===== src/rtl/dsie_regs.vh =====
// dsie_regs.vh: constants of the drum serial integrator engine
// assumes inclusion by the engine and its track memory only
`ifndef DSIE_REGS_VH
`define DSIE_REGS_VH

// ----------------------------------------------------------------
// track geometry
// ----------------------------------------------------------------
`define DSIE_POS_LAST 6'd48
`define DSIE_POS_FIRST 6'd1
`define DSIE_POS_PICK_LAST 6'd22
`define DSIE_POS_BLANK_A 6'd23
`define DSIE_POS_PRESET 6'd24
`define DSIE_POS_NUM_FIRST 6'd25
`define DSIE_POS_MSD 6'd47
`define DSIE_SECT_LAST 5'd21
`define DSIE_SECT_FIRST 5'd0
`define DSIE_SECT_SPAN 11'd48
`define DSIE_TRACK_DEPTH 1056
`define DSIE_TRACK_AW 11

// ----------------------------------------------------------------
// overflow line lengths (zlen field codes)
// ----------------------------------------------------------------
`define DSIE_ZLEN_49 2'h0
`define DSIE_ZLEN_48 2'h1
`define DSIE_ZLEN_47 2'h2
`define DSIE_ZLINE_BITS 49

// ----------------------------------------------------------------
// increment counter limits
// ----------------------------------------------------------------
`define DSIE_INC_MAX 4'h7
`define DSIE_INC_MIN 4'h9

// ----------------------------------------------------------------
// register offsets
// ----------------------------------------------------------------
`define DSIE_REG_CTRL 4'h0
`define DSIE_REG_STATUS 4'h1
`define DSIE_REG_TRK_ADDR 4'h2
`define DSIE_REG_TRK_DATA 4'h3
`define DSIE_REG_ZLINE_LO 4'h4
`define DSIE_REG_ZLINE_HI 4'h5

// ----------------------------------------------------------------
// field positions
// ----------------------------------------------------------------
`define DSIE_CTRL_RUN 0
`define DSIE_CTRL_ZLEN_LO 1
`define DSIE_CTRL_ZLEN_HI 2
`define DSIE_CTRL_CLR_Z 3
`define DSIE_TRK_SEL 12

// ----------------------------------------------------------------
// reset values
// ----------------------------------------------------------------
`define DSIE_RST_RUN 1'b0
`define DSIE_RST_ZLEN 2'h0
`define DSIE_RST_TRK_IDX 11'h000

`endif


===== src/rtl/dsie_engine.v =====
// dsie_engine.v: bit-serial integrator engine stepping 22 drum sections
// assumes timing pulses arrive on a pin, each high and low for >= 2 clocks
//
// Contract
// RULE1: each section spans 48 positions; 1..24 code, 25..48 numeric data
// RULE2: remainder and integrand tracks hold 22 sections, processed by one datapath
// RULE3: remainder code positions 1..22 carry one pickup selecting dx source
// RULE4: remainder code positions 23 and 24 are blank and ignored
// RULE5: pickup with overflow line latches direction; one adds, zero adds complement
// RULE6: remainder and integrand LSD share a position between 25 and 46
// RULE7: remainder position 47 holds its most significant digit
// RULE8: position 48 adder digit goes to overflow line as output increment
// RULE9: integrand code picks up to seven increments into increment counter
// RULE10: pickup counts up for one, down for zero; total added after start
// RULE11: integrand code position 23 is blank
// RULE12: first integrand pulse after 23 is start, enabling numeric work
// RULE13: integrand position 47 is its sign digit, pulse means positive
// RULE14: integrand position 48 reads zero and is rewritten as zero
// RULE15: overflow line is 49 long, selectable 47 or 48 for filling
// RULE16: precession puts successive outputs one position later each section
// RULE17: position counter counts timing pulses modulo 48, pulses per section
// RULE18: section counter of 22 counts section pulses; indexes track bits
// RULE19: overflow line recirculates except at 48, where adder digit enters
// RULE20: numeric half writes adder results back except at position 48
// RULE21: remainder bit at position 48 is recirculated unchanged
// RULE22: both adders are serial with one-pulse carry delay
// RULE23: at position 24 main carry presets zero for add, one for subtract
// RULE24: present pulse counts plus one unit, absent pulse minus one
// RULE25: increment counter holds +-7, stepped in after start, cleared after 48
// RULE26: section counter wraps last to first, one pass per revolution
`timescale 1ns/1ps
`include "dsie_regs.vh"

module dsie_engine (
    clock,
    rst_n,
    timing_pulse_pin,
    addr,
    wr_data,
    wr_en,
    rd_en,
    rd_data_q,
    pos_q,
    sect_q,
    dz_q,
    dz_valid_q,
    revolution_q
);
    input wire clock;
    input wire rst_n;
    input wire timing_pulse_pin;
    input wire [3:0] addr;
    input wire [31:0] wr_data;
    input wire wr_en;
    input wire rd_en;
    output reg [31:0] rd_data_q;
    output reg [5:0] pos_q;
    output reg [4:0] sect_q;
    output reg dz_q;
    output reg dz_valid_q;
    output reg revolution_q;

    // ----------------------------------------------------------------
    // functions
    // ----------------------------------------------------------------
    function [10:0] dsie_index;
        input [4:0] s;
        input [5:0] p;
        begin
            dsie_index = s * `DSIE_SECT_SPAN + {5'h00, p} - 11'h001;
        end
    endfunction

    function dsie_maj;
        input a;
        input b;
        input c;
        begin
            dsie_maj = (a & b) | (a & c) | (b & c);
        end
    endfunction

    // ----------------------------------------------------------------
    // state
    // ----------------------------------------------------------------
    reg tp_s1_q;
    reg tp_s2_q;
    reg tp_s3_q;
    reg run_q;
    reg [1:0] zlen_q;
    reg [10:0] trk_idx_q;
    reg trk_sel_q;
    reg [`DSIE_ZLINE_BITS-1:0] z_q;
    reg add_direction_select_q;
    reg [3:0] inc_q;
    reg [4:0] inc_bit_q;
    reg start_q;
    reg increment_adder_carry_delay_q;
    reg main_adder_carry_delay_q;

    wire step;
    wire r_bit;
    wire y_bit;
    wire [10:0] eng_idx;
    wire subtract_direction_select;
    reg z_tap;
    wire pick_pos;
    wire numeric;
    wire y_op;
    wire main_sum;
    wire inc_bit;
    wire inc_sum;
    wire overflow_recirculation_gate;
    wire z_in;
    wire r_wr;
    wire y_wr;
    wire bus_trk_wr;
    wire mem_we_r;
    wire mem_we_y;
    wire [10:0] mem_waddr;
    wire mem_wr_r;
    wire mem_wr_y;

    // ----------------------------------------------------------------
    // timing pulse synchroniser and step
    // ----------------------------------------------------------------
    always @(posedge clock or negedge rst_n) begin
        if (!rst_n) begin
            tp_s1_q <= 1'b0;
            tp_s2_q <= 1'b0;
            tp_s3_q <= 1'b0;
        end else begin
            tp_s1_q <= timing_pulse_pin;
            tp_s2_q <= tp_s1_q;
            tp_s3_q <= tp_s2_q;
        end
    end

    assign step = tp_s2_q & ~tp_s3_q;

    // ----------------------------------------------------------------
    // position and section counters
    // ----------------------------------------------------------------
    always @(posedge clock or negedge rst_n) begin
        if (!rst_n) begin
            pos_q <= `DSIE_POS_FIRST;
            sect_q <= `DSIE_SECT_FIRST;
            revolution_q <= 1'b0;
        end else begin
            revolution_q <= 1'b0;
            if (step) begin
                if (pos_q == `DSIE_POS_LAST) begin // RULE17
                    pos_q <= `DSIE_POS_FIRST; // RULE1
                    if (sect_q == `DSIE_SECT_LAST) begin // RULE26
                        sect_q <= `DSIE_SECT_FIRST;
                        revolution_q <= 1'b1;
                    end else begin
                        sect_q <= sect_q + 5'h01; // RULE18
                    end
                end else begin
                    pos_q <= pos_q + 6'h01;
                end
            end
        end
    end

    // ----------------------------------------------------------------
    // tracks
    // ----------------------------------------------------------------
    assign eng_idx = dsie_index(sect_q, pos_q); // RULE2

    assign bus_trk_wr = wr_en & (addr == `DSIE_REG_TRK_DATA) & ~run_q;
    assign mem_waddr = run_q ? eng_idx : trk_idx_q;
    assign mem_we_r = run_q ? step : (bus_trk_wr & ~trk_sel_q);
    assign mem_we_y = run_q ? step : (bus_trk_wr & trk_sel_q);
    assign mem_wr_r = run_q ? r_wr : wr_data[0];
    assign mem_wr_y = run_q ? y_wr : wr_data[0];

    dsie_track_mem u_remainder_track (
        .clock(clock),
        .rst_n(rst_n),
        .wr_en(mem_we_r),
        .wr_addr(mem_waddr),
        .wr_bit(mem_wr_r),
        .rd_addr(eng_idx),
        .rd_bit(r_bit)
    );

    dsie_track_mem u_integrand_track (
        .clock(clock),
        .rst_n(rst_n),
        .wr_en(mem_we_y),
        .wr_addr(mem_waddr),
        .wr_bit(mem_wr_y),
        .rd_addr(eng_idx),
        .rd_bit(y_bit)
    );

    // ----------------------------------------------------------------
    // serial datapath
    // ----------------------------------------------------------------
    always @* begin
        case (zlen_q)
            `DSIE_ZLEN_48: z_tap = z_q[47];
            `DSIE_ZLEN_47: z_tap = z_q[46];
            default: z_tap = z_q[48]; // RULE15
        endcase
    end

    assign pick_pos = (pos_q <= `DSIE_POS_PICK_LAST); // RULE3 RULE4 RULE11
    assign subtract_direction_select = ~add_direction_select_q;
    // numeric from LSD after start through the MSD
    assign numeric = start_q & (pos_q >= `DSIE_POS_NUM_FIRST) & (pos_q <= `DSIE_POS_MSD); // RULE6
    assign y_op = subtract_direction_select ? ~y_bit : y_bit; // RULE5
    assign main_sum = r_bit ^ y_op ^ main_adder_carry_delay_q; // RULE22
    assign inc_bit = (inc_bit_q < 5'h04) ? inc_q[inc_bit_q[1:0]] : inc_q[3];
    assign inc_sum = y_bit ^ inc_bit ^ increment_adder_carry_delay_q; // RULE22
    assign overflow_recirculation_gate = (pos_q != `DSIE_POS_LAST);
    assign z_in = overflow_recirculation_gate ? z_tap : main_sum; // RULE19 RULE8 RULE16
    // msd and sign digits pass through the same adders
    assign r_wr = numeric ? main_sum : r_bit; // RULE20 RULE21 RULE7
    assign y_wr = (pos_q == `DSIE_POS_LAST) ? 1'b0 : (numeric ? inc_sum : y_bit); // RULE14 RULE13

    // ----------------------------------------------------------------
    // overflow line
    // ----------------------------------------------------------------
    always @(posedge clock or negedge rst_n) begin
        if (!rst_n) begin
            z_q <= {`DSIE_ZLINE_BITS{1'b0}};
        end else if (wr_en && (addr == `DSIE_REG_CTRL) && wr_data[`DSIE_CTRL_CLR_Z]) begin
            z_q <= {`DSIE_ZLINE_BITS{1'b0}};
        end else if (step) begin
            if (run_q) begin
                z_q <= {z_q[`DSIE_ZLINE_BITS-2:0], z_in}; // RULE19
            end else begin
                z_q <= {z_q[`DSIE_ZLINE_BITS-2:0], z_tap};
            end
        end
    end

    // ----------------------------------------------------------------
    // code decode, increment counter, start flag, carries
    // ----------------------------------------------------------------
    always @(posedge clock or negedge rst_n) begin
        if (!rst_n) begin
            add_direction_select_q <= 1'b0;
            inc_q <= 4'h0;
            inc_bit_q <= 5'h00;
            start_q <= 1'b0;
            increment_adder_carry_delay_q <= 1'b0;
            main_adder_carry_delay_q <= 1'b0;
        end else if (step && run_q) begin
            if (pick_pos && r_bit) begin
                add_direction_select_q <= z_tap; // RULE5
            end
            if (pick_pos && y_bit) begin
                if (z_tap) begin // RULE10 RULE24
                    if (inc_q != `DSIE_INC_MAX) begin // RULE9 RULE25
                        inc_q <= inc_q + 4'h1;
                    end
                end else begin
                    if (inc_q != `DSIE_INC_MIN) begin // RULE25
                        inc_q <= inc_q - 4'h1;
                    end
                end
            end
            if (pos_q == `DSIE_POS_PRESET) begin
                main_adder_carry_delay_q <= subtract_direction_select; // RULE23
            end
            if ((pos_q > `DSIE_POS_BLANK_A) && (pos_q != `DSIE_POS_LAST) && y_bit && !start_q) begin
                start_q <= 1'b1; // RULE12
            end
            if (numeric) begin
                main_adder_carry_delay_q <= dsie_maj(r_bit, y_op, main_adder_carry_delay_q); // RULE22
                increment_adder_carry_delay_q <= dsie_maj(y_bit, inc_bit,
                    increment_adder_carry_delay_q); // RULE22
                if (inc_bit_q != 5'h1F) begin
                    inc_bit_q <= inc_bit_q + 5'h01; // RULE10
                end
            end
            if (pos_q == `DSIE_POS_LAST) begin
                start_q <= 1'b0;
                inc_q <= 4'h0; // RULE25
                inc_bit_q <= 5'h00;
                increment_adder_carry_delay_q <= 1'b0;
            end
        end
    end

    // ----------------------------------------------------------------
    // output increment
    // ----------------------------------------------------------------
    always @(posedge clock or negedge rst_n) begin
        if (!rst_n) begin
            dz_q <= 1'b0;
            dz_valid_q <= 1'b0;
        end else begin
            dz_valid_q <= step & run_q & (pos_q == `DSIE_POS_LAST);
            if (step && run_q && (pos_q == `DSIE_POS_LAST)) begin
                dz_q <= main_sum; // RULE8
            end
        end
    end

    // ----------------------------------------------------------------
    // register port
    // ----------------------------------------------------------------
    always @(posedge clock or negedge rst_n) begin
        if (!rst_n) begin
            run_q <= `DSIE_RST_RUN;
            zlen_q <= `DSIE_RST_ZLEN;
            trk_idx_q <= `DSIE_RST_TRK_IDX;
            trk_sel_q <= 1'b0;
        end else if (wr_en) begin
            case (addr)
                `DSIE_REG_CTRL: begin
                    run_q <= wr_data[`DSIE_CTRL_RUN];
                    zlen_q <= wr_data[`DSIE_CTRL_ZLEN_HI:`DSIE_CTRL_ZLEN_LO];
                end
                `DSIE_REG_TRK_ADDR: begin
                    trk_idx_q <= wr_data[10:0];
                    trk_sel_q <= wr_data[`DSIE_TRK_SEL];
                end
                `DSIE_REG_TRK_DATA: begin
                    if (!run_q) begin
                        if (trk_idx_q == 11'h41F) begin
                            trk_idx_q <= 11'h000;
                        end else begin
                            trk_idx_q <= trk_idx_q + 11'h001;
                        end
                    end
                end
                default: begin
                    trk_sel_q <= trk_sel_q;
                end
            endcase
        end
    end

    always @(posedge clock or negedge rst_n) begin
        if (!rst_n) begin
            rd_data_q <= 32'h00000000;
        end else if (rd_en) begin
            case (addr)
                `DSIE_REG_CTRL: rd_data_q <= {28'h0000000, 1'b0, zlen_q, run_q};
                `DSIE_REG_STATUS: rd_data_q <= {8'h00, inc_q, 2'h0, start_q,
                    add_direction_select_q, 3'h0, sect_q, 2'h0, pos_q};
                `DSIE_REG_TRK_ADDR: rd_data_q <= {19'h00000, trk_sel_q, 1'b0, trk_idx_q};
                `DSIE_REG_ZLINE_LO: rd_data_q <= z_q[31:0];
                `DSIE_REG_ZLINE_HI: rd_data_q <= {15'h0000, z_q[48:32]};
                default: rd_data_q <= 32'h00000000;
            endcase
        end else begin
            rd_data_q <= 32'h00000000;
        end
    end
endmodule // dsie_engine


===== src/rtl/dsie_track_mem.v =====
// dsie_track_mem.v: one recirculating drum track, one bit per pulse position
// assumes one writer and one reader on the engine clock; read data registered
`timescale 1ns/1ps
`include "dsie_regs.vh"

module dsie_track_mem (
    clock,
    rst_n,
    wr_en,
    wr_addr,
    wr_bit,
    rd_addr,
    rd_bit
);
    input wire clock;
    input wire rst_n;
    input wire wr_en;
    input wire [`DSIE_TRACK_AW-1:0] wr_addr;
    input wire wr_bit;
    input wire [`DSIE_TRACK_AW-1:0] rd_addr;
    output reg rd_bit;

    reg mem [0:`DSIE_TRACK_DEPTH-1];

    // ----------------------------------------------------------------
    // storage
    // ----------------------------------------------------------------
    always @(posedge clock) begin
        if (wr_en) begin
            mem[wr_addr] <= wr_bit;
        end
    end

    // ----------------------------------------------------------------
    // registered read
    // ----------------------------------------------------------------
    always @(posedge clock or negedge rst_n) begin
        if (!rst_n) begin
            rd_bit <= 1'b0;
        end else begin
            rd_bit <= mem[rd_addr];
        end
    end
endmodule // dsie_track_mem

===== config.mk =====
export PLATFORM = sky130hd
export DESIGN_NAME = dsie_engine
export DESIGN_NICKNAME = d
export VERILOG_FILES = /design/src/rtl/dsie_engine.v /design/src/rtl/dsie_track_mem.v
export VERILOG_INCLUDE_DIRS = /design/src /design/src/rtl
export SDC_FILE = /design/constraint.sdc
export NUM_CORES = 2
export LEC_CHECK = 0
export BUFFER_PORTS_ARGS = -buffer_cell sky130_fd_sc_hd__buf_2
export CAP_MARGIN = 5
export CORE_MARGIN = 5
export CORE_UTILIZATION = 30
export DETAILED_ROUTE_END_ITERATION = 10
export GPL_TIMING_DRIVEN = 0
export PLACE_DENSITY_LB_ADDON = 0.08
export SLEW_MARGIN = 40
export SYNTH_ARGS = -nofsm -noshare
export SYNTH_HDL_FRONTEND = slang
export SYNTH_HIERARCHICAL = 1
export SYNTH_SLANG_ARGS = --single-unit
export TNS_END_PERCENT = 50

===== constraint.sdc =====
create_clock -name clock -period 63.7 [get_ports clock]
set_clock_uncertainty 0.05 [all_clocks]
set_input_delay 6.37 -clock clock [delete_from_list [all_inputs] [get_ports clock]]
set_output_delay 6.37 -clock clock [all_outputs]
set_load 0.01 [all_outputs]

==> Word-level counts from Yosys, hierarchy flattened <==
Memory sizes are Yosys's and may differ from the RTL's. A register that Yosys moved wholly into a read port is not among the register bits.
Index checks and enable logic that the tools add are counted.
{ "classes": {"addsub": 8, "mul": 1, "magnitude_cmp": 6, "eq_ne": 17, "mux": 45, "bitwise_logic": 28, "reduce_logical": 31} }
{ "op_table": {"columns": ["op", "count"], "rows": [
  ["$pmux W32 S5", 1],
  ["$mux W49", 2],
  ["$mux W11", 3],
  ["$mux W32", 1],
  ["$mux W1", 25],
  ["$pmux W11 S2", 1],
  ["$mux W4", 5],
  ["$mux W5", 4],
  ["$and A1 B1 Y1", 15],
  ["$reduce_and A2 Y1", 7],
  ["$reduce_bool A2 Y1", 7],
  ["$add A11 B1 Y11 const B", 1],
  ["$add A11 B6 Y11", 1],
  ["$eq A11 B11 Y1 const B", 1],
  ["$sub A11 B1 Y11 const B", 1],
  ["$add A5 B1 Y5 const B", 2],
  ["$logic_and A1 B1 Y1", 9],
  ["$eq A4 B2 Y1 const B", 2],
  ["$eq A4 B3 Y1 const B", 2],
  ["$mul A5 B2 Y7 const B", 1],
  ["$add A6 B1 Y6 const B", 1],
  ["$eq A6 B5 Y1 const B", 1],
  ["$eq A6 B6 Y1 const B", 1],
  ["$ge A6 B5 Y1 const B", 1],
  ["other kinds (28)", 41]
]} }
{ "word_totals": {"reg_bits": 126, "ramBits": 2112, "in_bits": 41, "out_inout_bits": 46, "word_cells": 158, "n_memories": 2} }
{ "mem_list": {"columns": ["memory", "depth", "word_bits", "rd", "rd_clocked_by_memory_dff", "wr", "line", "source"], "rows": [
  ["u_integrand_track.mem", 1056, 1, 1, 1, 1, "dsie_track_mem.v:23", "reg mem [0:`DSIE_TRACK_DEPTH-1];"],
  ["u_remainder_track.mem", 1056, 1, 1, 1, 1, "dsie_track_mem.v:23", null]
]} }

==> Logic depth before layout (Yosys ltp) <==
{ "depth": {"depth_word": 8, "ltp_mapped": 18, "ltp_nobuf": 16} }

==> Modules after synthesis <==
The synthesis kept the hierarchy.
{ "modules_own_cells": {"columns": ["module", "n_inst", "cells_per_inst", "area_per_inst_um2", "seq_area_each_um2"], "rows": [
  ["dsie_track_mem", 2, 3231, 45826.5, 31735.4],
  ["dsie_engine", 1, 636, 6491.2, 3154.3]
]} }

==> Worst setup path before layout <==
Ideal clock, no wire load.
{ "synth_timing": {"path_kind": "reg-to-reg", "start": "register pos_q[0]", "end": "memory u_integrand_track.mem[0] (data pin)", "setup_ns": 8.655, "t_arrival_ns": 44.652, "required_time_ns": 54.995, "slack_ns": 10.343, "path_stages_with_launch": 9, "n_path_buf": 1, "synth_period_minus_slack_ns": 53.357, "path_cell_list": "dfstp_2 clkbuf_1 inv_1 ha_1 nand2b_1 a21oi_1 o21ai_1 a21oi_1 o32ai_1"} }
{ "synth_via": {"elab_chain_len": 6, "elab_cells_between_ends": 8, "cone_classes": "order compare (2); eq/ne (1); mux (3); bitwise (2)"} }
{ "synth_rtl": {"columns": ["item", "line", "source"], "rows": [
  ["from (decl)", "dsie_engine.v:57", "output reg [5:0] pos_q;"],
  ["from (signal assigned)", "dsie_engine.v:146", "pos_q <= `DSIE_POS_FIRST;"],
  ["from (signal assigned)", "dsie_engine.v:153", "pos_q <= `DSIE_POS_FIRST;"],
  ["from (signal assigned)", "dsie_engine.v:161", "pos_q <= pos_q + 6'h01;"],
  ["$ge A6 B5 Y1 (no source line)", null, null],
  ["$and A1 B1 Y1 (2 in a row)", "dsie_engine.v:213", "assign numeric = start_q & (pos_q >= `DSIE_POS_NUM_FIRST) & (pos_q <= `DSIE_POS_MSD);"],
  ["$mux W1", "dsie_engine.v:222", "assign y_wr = (pos_q == `DSIE_POS_LAST) ? 1'b0 : (numeric ? inc_sum : y_bit);"],
  ["$mux W1 *", "dsie_engine.v:222", null],
  ["$mux W1 *", "dsie_engine.v:177", "assign mem_wr_y = run_q ? y_wr : wr_data[0];"],
  ["net mem_wr_y", "dsie_engine.v:122", "wire mem_wr_y;"],
  ["to (decl)", "dsie_track_mem.v:23", null]
]} }
Mark *: on every way through the listed nets, which the timed path passes. The rest lies on a longest branch.

==> Worst setup path in the final report <==
{ "layout_timing": {"start": "input port addr[3]", "end": "memory u_integrand_track.mem[240] (enable)"} }
{ "layout_via": {"elab_chain_len": 7} }
{ "layout_rtl": {"columns": ["item", "line", "source"], "rows": [
  ["from (decl)", "dsie_engine.v:52", "input wire [3:0] addr;"],
  ["$eq A4 B2 Y1", null, null],
  ["$and A1 B1 Y1 (2 in a row)", "dsie_engine.v:172", "assign bus_trk_wr = wr_en & (addr == `DSIE_REG_TRK_DATA) & ~run_q;"],
  ["$and A1 B1 Y1", "dsie_engine.v:175", "assign mem_we_y = run_q ? step : (bus_trk_wr & trk_sel_q);"],
  ["$mux W1", "dsie_engine.v:175", null],
  ["net mem_we_y", "dsie_engine.v:119", "wire mem_we_y;"],
  ["$mux W1", "dsie_track_mem.v:29", "if (wr_en) begin"],
  ["$mux W1 (not written as such)", "dsie_track_mem.v:30", "mem[wr_addr] <= wr_bit;"]
]} }
The timed path passes the listed nets, and every way through them passes these cells.

==> results.sh <==
export IMPL_status="finished clean"
export IMPL_path_clk_slew_ps=50
export IMPL_grt_pass1_vias=66010
export IMPL_drive_above_1_share_pct=19.74
export IMPL_synthesis_nets=7175
export IMPL_p_switching_mw=2.710
export IMPL_antenna_found_initial=40
export IMPL_worstMarginPinSlew_ps=1028
export IMPL_power_density_mw_per_mm2=52.05
export IMPL_startpoint_type="input pin"
export IMPL_hold_viol=0
export IMPL_p_leak_nw=36.87
export IMPL_cts_setup_buffers=0
export IMPL_p_sw_share_pct=44.58
export IMPL_htreeDepth=5
export IMPL_grt_max_degree=66
export IMPL_rsz0062_at_grt="false"
export IMPL_cts_resized=0
export IMPL_initial_utilization_pct=30.05
export IMPL_netlist_area_mm2=0.09814
export IMPL_final_antenna_net_count=0
export IMPL_numPortBuffers=66
export IMPL_seqPwrFrac_pct=28.3
export IMPL_timing_final_crit_share_pct=15.05
export IMPL_synth_edf_count=2112
export IMPL_async_reset_ff_share_pct=5.714
export IMPL_p_int_mw=3.369
export IMPL_ir_drop_mv=0.05131
export IMPL_vias=67200
export IMPL_cts_sinks=2240
export IMPL_combPwrFrac_pct=46.8
export IMPL_netlist_top_cells_count="nor2_1, edfxtp_1, mux4_2"
export IMPL_min_period_ps=9587
export IMPL_synth_cell_types=82
export IMPL_yosysMostFrequentCell="nor2_1"
export IMPL_wire_per_inst_um=36.05
export IMPL_fin_hold_ws_ps=304.6
export IMPL_design_die_area_mm2=0.3387
export IMPL_holdCritStartpoint="tp_s1_q$_DFF_PN0_"
export IMPL_layout_nets=7760
export IMPL_syn_avg_cell_area_um2=13.83
export IMPL_root_buffer="clkbuf_16"
export IMPL_cts_hold_buf=0
export IMPL_routed_wl_um=441200
export IMPL_syn_inst=7098
export IMPL_cts_path_max_buffers=4
export IMPL_ys_seq_area_share_pct=67.89
export IMPL_setup_violations=0
export IMPL_ys_flop_type="edfxtp_1"
export IMPL_finalSetupTns_ps=0
export IMPL_drc=0
export IMPL_critPathMaxFanout=10
export IMPL_dr_pass1_iters=6
export IMPL_cp_arrival_ps=10070
export IMPL_num_rows=210
export IMPL_gp_congestion=0.9193
export IMPL_grt_ovfl_total=0
export IMPL_min_to="tp_s2_q$_DFF_PN0_"
export IMPL_ys_ff_latch=2240
export IMPL_whs_path_depth=0
export IMPL_synth_top_cell_by_area="edfxtp_1"
export IMPL_cp_end_kind="flip-flop"
export IMPL_grt_pass1_wl_um=587800
export IMPL_area_growth_syn_to_layout_pct=19.01
export IMPL_via_per_inst=5.490
export IMPL_r2r_start="pos_q[0]$_DFFE_PN1P_"
export IMPL_synth_top_area_share_pct=64.62
export IMPL_drv_cap=0
export IMPL_hp_class="flip-flop to flip-flop"
export IMPL_ys_top_cells_by_area="edfxtp_1, mux4_2, nor2_1, mux2i_1, dfrtp_1"
export IMPL_synthesis_yosys_warnings=6
export IMPL_fp_dieH_um=582.0
export IMPL_clk_latency_ps=890
export IMPL_reg2reg_slack_ps=56770
export IMPL_r2r_end="u_integrand_track/rd_bit$_DFF_PN0_"
export IMPL_final_core_util_pct=35.76
export IMPL_worst_setup_path_type="input pin to flip-flop"
export IMPL_p_clk_share_pct=24.8
export IMPL_reg2reg_depth=16
export IMPL_die_w_um=582.0
export IMPL_crit_required_ps=64180
export IMPL_slew_violations=0
export IMPL_cts_tree="yes"
export IMPL_place_hpwl_um=303500
export IMPL_grtUsageTotal_pct=25.36
export IMPL_slew_headroom_pct=31.30
export IMPL_numCtsBuffers=274
export IMPL_drt_initial_drc_count=8770
export IMPL_clock_fmax_mhz=104.3
export IMPL_coreArea_mm2=0.3266
export IMPL_io_pins=87
## power by group through the flow
stage / Clock (mW) / Combinational, mW / Sequential, mW
after floorplan: 0 / 1.18 / 1.99
final: 1.51 / 2.85 / 1.72
after global placement: 0 / 2.57 / 2.20
after detailed placement: 0 / 2.77 / 1.75
after CTS: 1.54 / 2.78 / 1.72
after global routing: 1.60 / 2.86 / 1.72
## cell usage in the layout (no fill, tap or decap), types with 39 or more instances in the layout
cell type | netlist | routed
buf_1 | 108 | 66
clkinv_1 | 0 | 60
a21oi_1 | 110 | 108
nand2_1 | 275 | 274
buf_6 | 18 | 65
clkbuf_1 | 401 | 270
o21ai_0 | 52 | 48
buf_16 | 0 | 67
mux2i_1 | 331 | 330
edfxtp_1 | 2112 | 2112
buf_8 | 0 | 59
buf_2 | 105 | 220
nand3_1 | 158 | 158
a22oi_1 | 173 | 173
nor2_1 | 2185 | 2176
clkbuf_2 | 0 | 198
dfrtp_1 | 127 | 127
clkbuf_16 | 0 | 283
buf_4 | 28 | 87
mux4_2 | 410 | 410
inv_1 | 40 | 39
a22o_1 | 60 | 60
## kinds of logic (layout without fill, tap and decap cells)
| family | Yosys count | after routing | synth area share [%] |
|---|---|---|---|
| xor gates and xnor gates | 16 | 16 | 0.1428 |
| buffers and inverters | 702 | 1490 | 3.063 |
| adders and majority gates | 36 | 36 | 0.4972 |
| other | 0 | 7 | 0 |
| DFF | 2240 | 2240 | 67.89 |
| muxes | 753 | 753 | 12.93 |
| AOI/OAI and AO/OA | 562 | 562 | 4.085 |
| and+or+nand+nor | 2789 | 2789 | 11.40 |
## critical path: stages
cell and delay (ps):
buf_2 140, nor2_1 200, nand3_1 240, nor2_1 220, nand3_1 110, nand2_1 340
clkbuf_1 500, clkbuf_1 370, nand3_1 660, clkbuf_2 630, nor2_1 240
## sequential cells by signal, summed over array words and instances (netlist names), 2 cells and up
| name | count |
|---|---|
| u_integrand_track/mem | 1056 |
| u_remainder_track/mem | 1056 |
| z_q | 49 |
| rd_data_q | 32 |
| trk_idx_q | 11 |
| pos_q | 6 |
| inc_bit_q | 5 |
| sect_q | 5 |
| inc_q | 4 |
| zlen_q | 2 |
## through the flow
step	area, µm²	std cells	setup WS (ps)	total power, mW
after global placement	103900	11510	-29500	4.764
after global routing	116800	12230	53990	6.180
after CTS	116800	12230	54160	6.044
after detailed placement	108400	11750	53270	4.527
final	116800	12240	54110	6.080
after floorplan	98140	7098	10340	3.174
## worst max-delay path by stage
stage | start | end | slack, ps | cells past startpoint
final | addr[3] | u_integrand_track/mem[240]$_DFFE_PP_ | 54110 | 11
after global routing | addr[3] | u_remainder_track/mem[240]$_DFFE_PP_ | 53990 | 11
after CTS | addr[3] | u_remainder_track/mem[336]$_DFFE_PP_ | 54160 | 11
after detailed placement | addr[3] | u_remainder_track/mem[336]$_DFFE_PP_ | 53270 | 11
after global placement | pos_q[0]$_DFFE_PN1P_ | u_integrand_track/mem[245]$_DFFE_PP_ | -29500 | 8
after floorplan | pos_q[0]$_DFFE_PN1P_ | u_integrand_track/mem[0]$_DFFE_PP_ | 10340 | 8
## final cells by class
class                      instances  area, µm²
timing repair buffer             309       4130
clock buffer                     353       7375
buffer                           660       3154
tap                             4346       5438
multi-input combinational       4156      28890
clock inverter                   126       1022
sequential                      2240      66630
inverter                          42      157.7
fill                           31800     209800
antenna                            7      17.52
## routing by layer
layer	vias to the layer above	share of wire (%)	GRT usage [%]
li1	27300	-	-
met1	36070	42	34.55
met2	3103	46	40.34
met3	722	7.6	4.788
met4	4	4.4	9.415
met5	-	0.038	0.3118
(Power assumes the default switching activity.)
